[src/inc/slu_pkg.sv]
// Shared constants, types and helpers of the supply-line programming port
`default_nettype none

package slu_pkg;

	// =====================================================================
	// Timing
	// =====================================================================
	localparam int CLK_PERIOD_NS   = 20;                            // 50 MHz reference
	localparam int TBIT_NOM_NS     = 26000;                         // Nominal bit time
	localparam int BIT_CYC_NOM     = TBIT_NOM_NS / CLK_PERIOD_NS;   // Period used before sync
	localparam int CNT_W           = 20;                            // Bit and gap timer width
	localparam int SYNC_FALLS      = 4;                             // Falls after start edge in 0x55
	localparam int SYNC_SPAN_SHIFT = 3;                             // Those falls span 8 bits
	localparam int GAP_SHIFT       = 4;                             // Idle gap limit, in bits (log2)
	localparam int START_IDX       = 0;                             // Frame bit indices
	localparam int PAR_IDX         = 9;
	localparam int STOP_IDX        = 10;

	// =====================================================================
	// Register map
	// =====================================================================
	localparam int          ADDR_W          = 7;
	localparam int          REG_DEPTH       = 128;
	localparam int          RW_BIT          = 7;      // Set in address frame for a read
	localparam logic [6:0]  ADDR_CTRL       = 7'h23;
	localparam logic [6:0]  ADDR_ANGLE_LO   = 7'h32;
	localparam logic [6:0]  ADDR_ANGLE_HI   = 7'h33;
	localparam logic [6:0]  ADDR_MAG        = 7'h34;
	localparam logic [6:0]  ADDR_AGC        = 7'h35;
	localparam logic [6:0]  ADDR_EXIT_LO    = 7'h60;  // mode_exit_key_low
	localparam logic [6:0]  ADDR_EXIT_HI    = 7'h61;  // mode_exit_key_high
	localparam logic [6:0]  ADDR_BURN_LO    = 7'h62;  // fuse_burn_key_low
	localparam logic [6:0]  ADDR_BURN_HI    = 7'h63;  // fuse_burn_key_high
	localparam logic [7:0]  KEY_LO_VAL      = 8'h70;
	localparam logic [7:0]  KEY_HI_VAL      = 8'h51;
	localparam int          CTRL_HOLD_BIT   = 5;
	localparam int          CTRL_CHK_BIT    = 6;
	localparam int          ANGLE_W         = 14;

	// Transfer parameters, flat over bytes 0x14..0x1d
	localparam logic [6:0]  ADDR_PARAM_BASE = 7'h14;
	localparam int          PARAM_BYTES     = 10;
	localparam int          CLH_LSB         = 0;
	localparam int          CLL_LSB         = 12;
	localparam int          CL_W            = 12;
	localparam int          OFS_LSB         = 24;
	localparam int          OFS_W           = 20;
	localparam int          GAIN_LSB        = 44;
	localparam int          GAIN_W          = 17;
	localparam int          BP_LSB          = 61;
	localparam int          GAIN_SHIFT      = 12;

	// Output protocol versions
	localparam int          RES_V1          = 10;
	localparam int          RES_V2          = 12;
	localparam int          OUT_W           = 13;
	localparam int          XF_W            = 21;
	localparam logic signed [20:0] OUT_LIM_V1 = 21'sd480;
	localparam logic signed [20:0] OUT_LIM_V2 = 21'sd2048;

	// =====================================================================
	// Types
	// =====================================================================
	typedef enum logic [3:0] {
		SEQ_SYNC, SEQ_MEAS, SEQ_TAIL, SEQ_ADDR, SEQ_WR0,
		SEQ_WR1, SEQ_RD0, SEQ_RD1, SEQ_BURN, SEQ_FUNC
	} slu_seq_e;

	// Saturate a value into [lo, hi]
	function automatic logic signed [20:0] slu_clamp(input logic signed [20:0] v,
		input logic signed [20:0] lo, input logic signed [20:0] hi);
		logic signed [20:0] r;
		r = v;
		if (v > hi) begin
			r = hi;
		end
		if (v < lo) begin
			r = lo;
		end
		return r;
	endfunction : slu_clamp

endpackage : slu_pkg

`default_nettype wire

[src/hw/slu_regmem.sv]
// Byte-wide register memory with a registered read port
`timescale 1ns/100ps
`default_nettype none

module slu_regmem
	import slu_pkg::*;
(
	input  wire logic                        ref_clk_i,
	input  wire logic                        rst_b_i,
	input  wire logic                        we_i,
	input  wire logic [slu_pkg::ADDR_W-1:0] waddr_i,
	input  wire logic [7:0]                  wdata_i,
	input  wire logic [slu_pkg::ADDR_W-1:0] raddr_i,
	output logic      [7:0]                  rdata_o
);

	// =====================================================================
	// Storage
	// =====================================================================
	logic [7:0] mem [0:REG_DEPTH-1];

	// Array carries no reset so it maps onto plain RAM cells
	always_ff @(posedge ref_clk_i) begin
		if (we_i) begin
			mem[waddr_i] <= wdata_i;
		end
	end

	// Read data always leaves through a flop
	always_ff @(posedge ref_clk_i or negedge rst_b_i) begin
		if (!rst_b_i) begin
			rdata_o <= 8'h00;
		end else begin
			rdata_o <= mem[raddr_i];
		end
	end

endmodule : slu_regmem

`default_nettype wire

[src/hw/slu_uart_tx.sv]
// Answer frame sender driving the supply current sink
`timescale 1ns/100ps
`default_nettype none

module slu_uart_tx
	import slu_pkg::*;
(
	input  wire logic                       ref_clk_i,
	input  wire logic                       rst_b_i,
	input  wire logic                       start_i,
	input  wire logic [7:0]                 byte_i,
	input  wire logic [slu_pkg::CNT_W-1:0] per_i,
	output logic                            sink_o,
	output logic                            done_o
);

	typedef struct packed {
		logic             act;
		logic [3:0]       idx;
		logic [CNT_W-1:0] tmr;
		logic [10:0]      shf;
		logic             sink;
		logic             done;
	} slu_tx_s;

	slu_tx_s q;
	slu_tx_s n;

	// =====================================================================
	// Frame shifter
	// =====================================================================
	// A zero bit is sent as increased sink current, a one as idle current
	always_comb begin
		n      = q;
		n.done = 1'b0;
		if (!q.act) begin
			if (start_i) begin
				n.act  = 1'b1;
				n.idx  = 4'h0;
				n.tmr  = per_i - CNT_W'(1);
				n.shf  = {1'b1, ^byte_i, byte_i, 1'b0};
				n.sink = 1'b1;
			end
		end else if (q.tmr == '0) begin
			if (q.idx == 4'(STOP_IDX)) begin
				n.act  = 1'b0;
				n.sink = 1'b0;
				n.done = 1'b1;
			end else begin
				n.idx  = q.idx + 4'h1;
				n.shf  = q.shf >> 1;
				n.sink = ~q.shf[1];
				n.tmr  = per_i - CNT_W'(1);
			end
		end else begin
			n.tmr = q.tmr - CNT_W'(1);
		end
	end

	always_ff @(posedge ref_clk_i or negedge rst_b_i) begin
		if (!rst_b_i) begin
			q <= '0;
		end else begin
			q <= n;
		end
	end

	assign sink_o = q.sink;
	assign done_o = q.done;

endmodule : slu_uart_tx

`default_nettype wire

[src/hw/slu_port.sv]
// Supply-line programming port: frame receiver, register access and mode control
`timescale 1ns/100ps
`default_nettype none

// Function
// - Start up in communication mode after reset
// - Answer zero as increased sink current
// - Access is four frames, two consecutive registers
// - Frame is start, eight data, parity, stop
// - Even parity over data, checked on receive
// - Data bits travel least significant first
// - First frame 0x55 locks bit timing
// - Second frame holds address and direction
// - Third and fourth frames carry data
// - Hold bit resets processor, refreshes readbacks
// - Exit key pair enters functional mode
// - Exit-key functional mode ends at reset
// - Burn key pair starts fuse burning
// - Locked or exited device runs output protocol
// - Resolution ten or twelve bits per version
// - Output limits per protocol version
// - Output linear in angle around breakpoint
// - Transfer set by clamps, offset, gain, breakpoint
// - Hold control is bit five of 0x23
// - Raw angle fourteen bits at 0x32/0x33
module slu_port
	import slu_pkg::*;
#(
	parameter int BURN_CYCLES = 100000
)
(
	input  wire logic                          ref_clk_i,
	input  wire logic                          rst_b_i,
	input  wire logic                          supply_hi_i,
	input  wire logic [slu_pkg::ANGLE_W-1:0]  raw_angle_i,
	input  wire logic [7:0]                    magnitude_i,
	input  wire logic [7:0]                    agc_i,
	input  wire logic                          fuse_lock_i,
	input  wire logic                          proto_v2_i,
	output logic                               sink_en_o,
	output logic                               comm_mode_o,
	output logic                               func_mode_o,
	output logic                               dsp_hold_o,
	output logic                               fuse_check_o,
	output logic                               burn_start_o,
	output logic                               burn_busy_o,
	output logic      [slu_pkg::OUT_W-1:0]    out_code_o
);

	import slu_pkg::*;

	// =====================================================================
	// State
	// =====================================================================
	typedef struct packed {
		logic                   line_m;      // Pin synchroniser, first stage
		logic                   line_s;      // Pin synchroniser, second stage
		logic                   line_d;      // Previous synchronised level
		slu_seq_e               st;
		logic                   rx_act;
		logic [3:0]             bit_idx;
		logic [CNT_W-1:0]       tmr;
		logic [CNT_W-1:0]       per;
		logic [2:0]             falls;
		logic [8:0]             shf;
		logic [ADDR_W-1:0]      addr;
		logic [7:0]             d0;
		logic                   rd_pend;
		logic                   hold;
		logic                   chk;
		logic [ANGLE_W-1:0]     snap_angle;
		logic [7:0]             snap_mag;
		logic [7:0]             snap_agc;
		logic                   exit_key;
		logic                   func;
		logic                   comm;
		logic                   burn_start;
		logic                   burn_busy;
		logic                   tx_start;
		logic [7:0]             tx_byte;
		logic [8*PARAM_BYTES-1:0] shadow;
		logic [OUT_W-1:0]       out_code;
	} slu_port_s;

	slu_port_s q;
	slu_port_s n;

	logic                   rx_bit;
	logic                   frame_ok;
	logic                   frame_err;
	logic [7:0]             rx_byte;
	logic [ADDR_W-1:0]      cur_addr;
	logic [ADDR_W-1:0]      pidx;
	logic                   mem_we;
	logic [ADDR_W-1:0]      mem_raddr;
	logic [7:0]             mem_rdata;
	logic                   tx_done;
	logic                   tx_sink;
	logic signed [14:0]     xf_diff;
	logic signed [32:0]     xf_prod;
	logic signed [XF_W-1:0] xf_lin;
	logic signed [XF_W-1:0] xf_clp;
	logic signed [XF_W-1:0] xf_res;
	logic signed [XF_W-1:0] xf_lim;

	// =====================================================================
	// Read data selection
	// =====================================================================
	// Live registers override the memory copy; key registers read as zero
	function automatic logic [7:0] rd_sel(input logic [ADDR_W-1:0] a,
		input logic [7:0] mem_d, input logic hold, input logic chk,
		input logic [ANGLE_W-1:0] ang, input logic [7:0] mag, input logic [7:0] agc);
		logic [7:0] r;
		r = mem_d;
		unique case (a)
			ADDR_CTRL: begin
				r = 8'h00;
				r[CTRL_HOLD_BIT] = hold;
				r[CTRL_CHK_BIT]  = chk;
			end
			ADDR_ANGLE_LO: begin
				r = ang[7:0];
			end
			ADDR_ANGLE_HI: begin
				r = {2'b00, ang[ANGLE_W-1:8]};
			end
			ADDR_MAG: begin
				r = mag;
			end
			ADDR_AGC: begin
				r = agc;
			end
			ADDR_EXIT_LO, ADDR_EXIT_HI, ADDR_BURN_LO, ADDR_BURN_HI: begin
				r = 8'h00;
			end
			default: begin
				r = mem_d;
			end
		endcase
		return r;
	endfunction : rd_sel

	// =====================================================================
	// Next-state logic
	// =====================================================================
	always_comb begin
		n            = q;
		n.line_m     = supply_hi_i;
		n.line_s     = q.line_m;
		n.line_d     = q.line_s;
		n.burn_start = 1'b0;
		n.tx_start   = 1'b0;
		rx_bit       = ~q.line_s;
		rx_byte      = q.shf[7:0];
		frame_ok     = 1'b0;
		frame_err    = 1'b0;
		mem_we       = 1'b0;
		mem_raddr    = q.addr;
		cur_addr     = (q.st == SEQ_WR1 || q.st == SEQ_RD1) ? q.addr + 7'h01 : q.addr;
		pidx         = cur_addr - ADDR_PARAM_BASE;

		// Frame receiver; runs only while a frame from the programmer is due
		if (q.st == SEQ_ADDR || q.st == SEQ_WR0 || q.st == SEQ_WR1) begin
			if (!q.rx_act) begin
				if (!rx_bit) begin
					n.rx_act  = 1'b1;
					n.bit_idx = 4'h0;
					n.tmr     = q.per >> 1;
				end else begin
					n.tmr = q.tmr + CNT_W'(1);
					// A stalled access falls back to waiting for a new sync frame
					if (q.tmr >= (q.per << GAP_SHIFT)) begin
						n.st = SEQ_SYNC;
					end
				end
			end else if (q.tmr == '0) begin
				n.tmr     = q.per - CNT_W'(1);
				n.bit_idx = q.bit_idx + 4'h1;
				if (q.bit_idx == 4'(START_IDX)) begin
					// Start bit gone at mid-period: glitch, rearm quietly
					if (rx_bit) begin
						n.rx_act = 1'b0;
						n.tmr    = '0;
					end
				end else if (q.bit_idx <= 4'(PAR_IDX)) begin
					n.shf = {rx_bit, q.shf[8:1]};
				end else begin
					n.rx_act = 1'b0;
					n.tmr    = '0;
					if (rx_bit && !(^q.shf)) begin
						frame_ok = 1'b1;
					end else begin
						frame_err = 1'b1;
					end
				end
			end else begin
				n.tmr = q.tmr - CNT_W'(1);
			end
		end

		// Access sequencer
		unique case (q.st)
			SEQ_SYNC: begin
				n.tmr   = '0;
				n.falls = 3'h0;
				if (!rx_bit) begin
					n.st = SEQ_MEAS;
				end
			end
			SEQ_MEAS: begin
				n.tmr = q.tmr + CNT_W'(1);
				if (&q.tmr) begin
					n.st = SEQ_SYNC;
				end else if (!q.line_d && q.line_s) begin
					n.falls = q.falls + 3'h1;
					// Fourth fall after the start edge is eight bit times later
					if (q.falls == 3'(SYNC_FALLS - 1)) begin
						n.per = (q.tmr + CNT_W'(1)) >> SYNC_SPAN_SHIFT;
						n.st  = SEQ_TAIL;
					end
				end
			end
			SEQ_TAIL: begin
				if (rx_bit) begin
					n.st     = SEQ_ADDR;
					n.rx_act = 1'b0;
					n.tmr    = '0;
				end
			end
			SEQ_ADDR: begin
				if (frame_ok) begin
					n.addr = rx_byte[ADDR_W-1:0];
					if (rx_byte[RW_BIT]) begin
						n.st      = SEQ_RD0;
						n.rd_pend = 1'b1;
						mem_raddr = rx_byte[ADDR_W-1:0];
					end else begin
						n.st = SEQ_WR0;
					end
				end
			end
			SEQ_WR0, SEQ_WR1: begin
				if (frame_ok) begin
					mem_we = 1'b1;
					if (cur_addr == ADDR_CTRL) begin
						n.hold = rx_byte[CTRL_HOLD_BIT];
						n.chk  = rx_byte[CTRL_CHK_BIT];
					end
					if (pidx < 7'(PARAM_BYTES)) begin
						n.shadow[8*pidx +: 8] = rx_byte;
					end
					if (q.st == SEQ_WR0) begin
						n.d0 = rx_byte;
						n.st = SEQ_WR1;
					end else begin
						n.st = SEQ_SYNC;
						if (q.addr == ADDR_EXIT_LO && q.d0 == KEY_LO_VAL && rx_byte == KEY_HI_VAL) begin
							n.exit_key = 1'b1;
							n.st       = SEQ_FUNC;
						end
						if (q.addr == ADDR_BURN_LO && q.d0 == KEY_LO_VAL && rx_byte == KEY_HI_VAL) begin
							n.burn_start = 1'b1;
							n.burn_busy  = 1'b1;
							n.tmr        = '0;
							n.st         = SEQ_BURN;
						end
					end
				end
			end
			SEQ_RD0, SEQ_RD1: begin
				// Memory answers one cycle after the address, so load then send
				if (q.rd_pend) begin
					n.rd_pend  = 1'b0;
					n.tx_start = 1'b1;
					n.tx_byte  = rd_sel(cur_addr, mem_rdata, q.hold, q.chk,
						q.snap_angle, q.snap_mag, q.snap_agc);
				end else if (tx_done) begin
					if (q.st == SEQ_RD0) begin
						mem_raddr = q.addr + 7'h01;
						n.rd_pend = 1'b1;
						n.st      = SEQ_RD1;
					end else begin
						n.st = SEQ_SYNC;
					end
				end
			end
			SEQ_BURN: begin
				// Port is deaf until the fuse sequence has run its course
				n.tmr = q.tmr + CNT_W'(1);
				if (q.tmr == CNT_W'(BURN_CYCLES - 1)) begin
					n.burn_busy = 1'b0;
					n.st        = SEQ_SYNC;
				end
			end
			SEQ_FUNC: begin
				n.st = SEQ_FUNC;
			end
		endcase

		// Any damaged frame abandons the rest of the access; bytes already written stay
		if (frame_err) begin
			n.st = SEQ_SYNC;
		end

		// A burned lock fuse raises functional mode at once and moves the sequencer to SEQ_FUNC once no burn is running
		if (fuse_lock_i && n.st != SEQ_BURN) begin
			n.st = SEQ_FUNC;
		end
		n.func = n.exit_key | fuse_lock_i;
		n.comm = ~n.func;

		// Entering processor reset refreshes the readback copies
		if (n.hold && !q.hold) begin
			n.snap_angle = raw_angle_i;
			n.snap_mag   = magnitude_i;
			n.snap_agc   = agc_i;
		end

		// Transfer function: linear about the breakpoint, clamped twice
		xf_diff = 15'($signed({1'b0, raw_angle_i}) - $signed({1'b0, q.shadow[BP_LSB +: ANGLE_W]}));
		xf_prod = 33'(xf_diff) * 33'($signed({1'b0, q.shadow[GAIN_LSB +: GAIN_W]}));
		xf_lin  = XF_W'(xf_prod >>> GAIN_SHIFT) + XF_W'($signed(q.shadow[OFS_LSB +: OFS_W]));
		xf_clp  = slu_clamp(xf_lin, XF_W'($signed(q.shadow[CLL_LSB +: CL_W])),
			XF_W'($signed(q.shadow[CLH_LSB +: CL_W])));
		xf_res  = proto_v2_i ? xf_clp : (xf_clp >>> (RES_V2 - RES_V1));
		xf_lim  = proto_v2_i ? OUT_LIM_V2 : OUT_LIM_V1;
		if (q.func) begin
			n.out_code = OUT_W'(slu_clamp(xf_res, -xf_lim, xf_lim));
		end
	end

	// =====================================================================
	// State register
	// =====================================================================
	// Exit key lives only here, so any reset returns to communication mode unless the lock fuse is burned
	always_ff @(posedge ref_clk_i or negedge rst_b_i) begin
		if (!rst_b_i) begin
			q        <= '0;
			q.line_m <= 1'b0;
			q.line_s <= 1'b0;
			q.line_d <= 1'b0;
			q.comm   <= 1'b1;
			q.per    <= CNT_W'(BIT_CYC_NOM);
		end else begin
			q <= n;
		end
	end

	// =====================================================================
	// Register memory and answer sender
	// =====================================================================
	slu_regmem u_regmem (
		.ref_clk_i (ref_clk_i),
		.rst_b_i   (rst_b_i),
		.we_i      (mem_we),
		.waddr_i   (cur_addr),
		.wdata_i   (rx_byte),
		.raddr_i   (mem_raddr),
		.rdata_o   (mem_rdata)
	);

	slu_uart_tx u_tx (
		.ref_clk_i (ref_clk_i),
		.rst_b_i   (rst_b_i),
		.start_i   (q.tx_start),
		.byte_i    (q.tx_byte),
		.per_i     (q.per),
		.sink_o    (tx_sink),
		.done_o    (tx_done)
	);

	// =====================================================================
	// Outputs
	// =====================================================================
	assign sink_en_o    = tx_sink;                      // Flop inside the sender
	assign comm_mode_o  = q.comm;
	assign func_mode_o  = q.func;
	assign dsp_hold_o   = q.hold;
	assign fuse_check_o = q.chk;
	assign burn_start_o = q.burn_start;
	assign burn_busy_o  = q.burn_busy;
	assign out_code_o   = q.out_code;

endmodule : slu_port

`default_nettype wire

[config.mk]
export PLATFORM = sky130hd
export DESIGN_NAME = slu_port
export DESIGN_NICKNAME = d
export VERILOG_FILES = /design/src/inc/slu_pkg.sv /design/src/hw/slu_regmem.sv /design/src/hw/slu_uart_tx.sv /design/src/hw/slu_port.sv
export SDC_FILE = /design/constraint.sdc
export NUM_CORES = 2
export LEC_CHECK = 0
export BUFFER_PORTS_ARGS = -buffer_cell sky130_fd_sc_hd__clkbuf_2
export CAP_MARGIN = 0
export CORE_MARGIN = 10
export CORE_UTILIZATION = 62
export DETAILED_ROUTE_END_ITERATION = 10
export PLACE_DENSITY = 0.78
export SETUP_SLACK_MARGIN = 0.1
export SYNTH_ARGS = -nofsm -noshare
export SYNTH_HDL_FRONTEND = slang
export SYNTH_HIERARCHICAL = 1
export SYNTH_SLANG_ARGS = --single-unit
export TNS_END_PERCENT = 5
[constraint.sdc]
create_clock -name ref_clk_i -period 30.2 [get_ports ref_clk_i]
set_input_delay 4.53 -clock ref_clk_i [delete_from_list [all_inputs] [get_ports ref_clk_i]]
set_output_delay 4.53 -clock ref_clk_i [all_outputs]
set_load 0.02 [all_outputs]
# == Word-level counts from Yosys, hierarchy flattened ==
# Memory sizes are Yosys's and may differ from the RTL's. A register that Yosys moved wholly into a read port is not among the register bits.
# Cells that the tools add are included.
# classes
magnitude_cmp,7
shift,2
eq_ne,38
n_bitwise,6
mux,104
addsub,13
reduce_logical,45
multipliers,1
# ops
operator,count
20-bit two-way mux,11
80-bit bitwise mux,1
20-bit one-hot mux with 4 select lines,1
"8-bit by 34-bit variable shift with 80-bit output, first input constant",1
8-bit by 34-bit variable part select with 80-bit output,1
37-bit two-way mux,2
4-bit two-way mux,17
8-bit one-hot mux with 6 select lines,1
"7-bit == test, second input constant",6
21-bit two-way mux,2
7-bit two-way mux,6
20-bit zero test,2
"20-bit by 1-bit subtractor with 20-bit output, second input constant",2
13-bit two-way mux,3
"7-bit by 6-bit == test with 1-bit output, second input constant",5
1-bit two-way mux,35
35-bit two-way mux,1
10-bit negator with 34-bit output,1
15-bit by 18-bit multiplier with 33-bit output,1
4-bit one-hot mux with 8 select lines,1
29-bit two-way mux,1
25-bit two-way mux,1
21-bit by 20-bit adder with 21-bit output,1
21-bit by 12-bit greater-than comparator with 1-bit output,1
other kinds (49),112
# word_totals
mem_count,1
output_inout_bits,20
inputBits,35
register_bits,254
ram_bits,1024
# mem_list
memory,words,word_bits,rd,rd_ports_with_merged_regs,wr,line_no,source
u_regmem.mem,128,8,1,1,1,slu_regmem.sv:20,logic [7:0] mem [0:REG_DEPTH-1];

# == Logic depth before layout (Yosys ltp) ==
# depth
ltp_word,15
ltp_mapped,71
mapped_depth_nobuf,66

# == Modules after synthesis ==
# Netlist, hierarchy kept.
# by_module_without_submodules
mod,area_per_inst_um2,instances,cells_per_inst
slu_regmem,39701.8,1,1635
slu_port,23623.9,1,2757
slu_uart_tx,2427.3,1,275

# == Worst setup path before layout ==
# OpenSTA, ideal clock, no wires.
# synth_path
path_type,in2reg
start,in raw_angle_i[0] in the netlist's numbering
end,reg q (netlist bit out_code_o[5])
t_arrival_ps,18099
path_stages,67
setup_time_ps,125
n_path_buf,5
slack_ps,11976
cell_sequence,inv_1 ha_1 fa_1 nor2b_1 o21ai_0 a21boi_0 o21ai_0 a21boi_0 o21ai_0 a21boi_0 o21ai_0 a21boi_0 o21a_1 or4_1 clkbuf_1 buf_1 a21oi_1 fa_1 [... 31 more ...] nor2_1 a221o_1 or3b_1 buf_2 a31oi_1 buf_2 mux2_2 a21oi_1 o22ai_1 ha_1 o21a_1 o2111ai_1 or4b_1 a211oi_2 nand3b_1 o31ai_1 mux2_2 mux2_2
# synth_between
elab_chain_cells,10
word_cells_on_any_way,12
classes_between,add/sub (2); mul (1); order compare (4); mux (5)
# synth_lines
element,line_no,source
from (decl),slu_port.sv:35,"input wire logic [slu_pkg::ANGLE_W-1:0] raw_angle_i,"
14-bit by 14-bit subtractor with 15-bit output (*),slu_port.sv:320,"xf_diff = 15'($signed({1'b0, raw_angle_i}) - $signed({1'b0, q.shadow[BP_LSB +: ANGLE_W]}));"
15-bit by 18-bit multiplier with 33-bit output (*),slu_port.sv:321,"xf_prod = 33'(xf_diff) * 33'($signed({1'b0, q.shadow[GAIN_LSB +: GAIN_W]}));"
21-bit by 20-bit adder with 21-bit output (*),slu_port.sv:322,xf_lin = XF_W'(xf_prod >>> GAIN_SHIFT) + XF_W'($signed(q.shadow[OFS_LSB +: OFS_W]));
21-bit by 12-bit greater-than comparator with 1-bit output,slu_pkg.sv:75,if (v > hi) begin
21-bit two-way mux,slu_pkg.sv:75,
21-bit two-way mux (*),slu_pkg.sv:78,if (v < lo) begin
20-bit two-way mux,slu_port.sv:325,xf_res = proto_v2_i ? xf_clp : (xf_clp >>> (RES_V2 - RES_V1));
21-bit by 13-bit greater-than comparator with 1-bit output,slu_pkg.sv:75,
13-bit two-way mux,slu_pkg.sv:75,
13-bit two-way mux (*),slu_pkg.sv:78,
to (signal assigned),slu_port.sv:345,q <= n;
to (decl),slu_port.sv:85,slu_port_s q;
# Every way passes the cells marked *; elsewhere a longest branch is shown, timed or not.
# A chain may end at the register's enable or synchronous reset.

# == Worst setup path after layout ==
# Ends and elaborated chain as after synthesis.

==> results.md <==
* Chip Height at 346 um
* # port buffers at 54
* CTS clk-pin slew, worst paths at 60 ps
* PD cells at 50.6 nW/um^2
* Global-route wire length before repair at 254000 um
* Status: finished clean
* Starting density of the core at 62.5%
* Total CTS buffers at 131
* Crit-path slowest cell: or4_1
* Most used cell, CP: fa_1
* Crit Path Category: input port to flop
* Rel. slew slack at 5.99%
* Die X at 346 um
* Post-CTS sizing at 0
* CTS tree: yes
* Overflow after GRT at 0
* Post-DP HPWL at 104000 um
* Clock buffer depth at 3
* Worst Path Max Fanout at 18
* CORE AREA at 105000 sq um
* RSZ-0062 raised after global routing: no
* Buf/Inv on CP at 7
* N_diodes at 0
* CP Launch Type: input port
* FFs w/ async S/R, synth at 20.0%
* Clk root buf: clkbuf_16
* Largest net degree at the start of global routing at 164
* Worst Setup End Kind: flop
* H-tree levels at 4
* Nets@finish at 5146
* Crit-path leading delay family: compound AO/OA/AOI/OAI gates
* Worst min path class: flop to flop
* Final-report setup violation count at 0
* Worst endpoint required time at 30830 ps
* Initial antenna violation count at 3
* Vias at 40506
* Clk_lat worst skew at 760 ps
* Mapped Cells at 4667
* Postcts setup bufs at 0
* Ports at 55
* Vias/cell at 6.56
* First-pass DRT Iterations at 6
* Die ar. at 119000 sq um
* WL per Instance at 26.6 um
* CP max stage delay at 750 ps
* GRT Util Overall at 27.4%
* Number of DRC markers in iteration 0 at 4162
* VDD IR-drop max at 0.0000692 V
* Fmax at 52.7 MHz
* Part of the cycle the worst path needs at 62.8%
* Routed Antenna Nets at 0
* Register bit total from synthesis at 1280
* Post-layout min period at 18960 ps
* Critical path arrival at 19590 ps
* Layout cells sized above 1 at 16.2%
* Post-cts hold buffer count at 0
* Library cells used by synthesis at 103
* Area added between synthesis and finish at 8.82%
* Final Power at 3.62 mW
* Avg Synthesized Cell Area at 14.1 sq um
* Clk sink count at 1280
* Final wirelength at 164000 um
* GPL Wtd Cong at 0.908
* Mapped Area at 65800 sq um
* DRC errors left at 0
* Max Cap Violations at 0
* Slew Limit Fails at 0
* Hold Fails Final Rpt at 0
* Post-synth top flop: edfxtp_1
* Vias in the first global route at 40502
* Worst slew pin tran at 1400 ps
* Final core occ at 68.0%
* Clk_skew at 54.9 ps
* EDFF count, synth at 1024
* # rows at 119
* Seq/Total Area, Yosys at 56.5%
* P_leak at 23.2 nW
* Syn. warnings at 6
* Setup TNS at 0 ps
worst reg2reg max path: cells and delay by family (launching register included):
family                     cells  cell delay [ps]
xor gates and xnor gates       3              630
adders and majority gates     11             4930
DFF                            1              390
muxes                          2              620
and+or+nand+nor               11             2840
AOI/OAI and AO/OA             29             5440
buffers and inverters          6              600
logic make-up (layout without fill, tap and decap cells):
| logic type | Yosys count | in the layout | synth area share [%] |
|---|---|---|---|
| AOI/OAI and AO/OA | 640 | 640 | 6.19 |
| xor gates and xnor gates | 126 | 126 | 1.68 |
| adders and majority gates | 430 | 430 | 10.4 |
| buffers and inverters | 590 | 699 | 3.62 |
| DFF | 1280 | 1280 | 56.5 |
| muxes | 425 | 425 | 13.0 |
| other | 1 | 5 | 0.00570 |
| and+or+nand+nor | 1175 | 1175 | 8.58 |
cells in the mapped netlist, types with 24 or more instances:
master       n  area share [%]
inv_1      348             2.0
and2_1      68            0.65
nor2_1     279             1.6
nor2b_1     36            0.34
xnor2_1     84             1.1
clkbuf_1   150            0.86
fa_1       195             5.9
nand2_1    408             2.3
a21o_1      24            0.27
nand3_1     90            0.69
o21ai_0    228             1.7
ha_1       235             4.5
nand4_1     32            0.30
nor3_1      73            0.56
nand2b_1    44            0.42
xor2_1      42            0.56
and3_1      29            0.28
dfrtp_1    251             9.6
o22ai_1     31            0.29
buf_2       40            0.30
edfxtp_1  1024              47
nor4_1      27            0.26
a22oi_1     25            0.29
mux2_2      72             1.2
a21oi_1    127            0.97
mux4_2     336              12
where the power goes:
group	internal [mW]	switching (mW)
Clock	0.898	0.693
Combinational	0.0489	0.0887
Sequential	1.89	0.00319
metal layers:
layer	routed length (um)	vias to the layer above	track usage [%]
met2	81500	2182	45.2
met3	14500	390	5.34
met1	61800	20563	36.5
met4	6140	4	9.48
li1	-	17367	-
met5	27	-	0
state kept, by name, indices dropped and copies added, names as in the netlist:
name              cells
u_regmem/mem       1024
func_mode_o           1
q                   190
out_code_o           13
u_tx/sink_o           1
burn_start_o          1
fuse_check_o          1
dsp_hold_o            1
u_tx/q               35
u_regmem/rdata_o      8
comm_mode_o           1
u_tx/done_o           1
n                     2
burn_busy_o           1
per-stage QoR:
step | setup slack [ps] | hold WS, ps | std cells | instance area (sq um)
6_report | 11240 | 353 | 6171 | 71600
5_1_grt | 9850 | 365 | 6171 | 71600
4_1_cts | 11320 | 355 | 6171 | 71600
3_5_place_dp | 10600 | 342 | 5939 | 67300
3_3_place_gp | 10900 | 334 | 5939 | 67300
2_1_floorplan | 11980 | 331 | 4671 | 65800
final timing paths:
kind                           startpoint            end  slack [ps]  cells past startpoint
setup reg to reg                    q[76]  out_code_o[5]       14670                     62
hold / removal                     n[217]         n[216]         350                      0
hold reg to reg                    n[217]         n[216]         350                      0
setup / recovery           raw_angle_i[0]  out_code_o[5]       11240                     64
min in group asynchronous         rst_b_i         q[134]        3840                      1
max in group asynchronous         rst_b_i         q[162]       24920                      2
layout by cell type (no fill, tap or decap), types with 36 or more instances in the layout:
cell type / Yosys / final
nand2_1: 408 / 407
fa_1: 195 / 195
mux2_2: 72 / 72
dfrtp_1: 251 / 243
ha_1: 235 / 235
clkbuf_16: 0 / 135
inv_1: 348 / 348
mux4_2: 336 / 336
xnor2_1: 84 / 84
a21oi_1: 127 / 127
nand2b_1: 44 / 44
edfxtp_1: 1024 / 1024
o21ai_0: 228 / 224
nor2b_1: 36 / 36
and2_1: 68 / 68
nor2_1: 279 / 279
xor2_1: 42 / 42
nor3_1: 73 / 72
nand3_1: 90 / 90
buf_4: 17 / 58
clkbuf_2: 2 / 53
layout make-up:
cell class,count,area (sq um)
repair buffers,115,776
multi-input cells,2801,26300
flip-flops and latches,1280,37200
clock inverters,73,694
well taps,1391,1740
clock buffers,159,3550
fillers,6893,33700
inverters,352,1320
(Power assumes the default switching activity.)
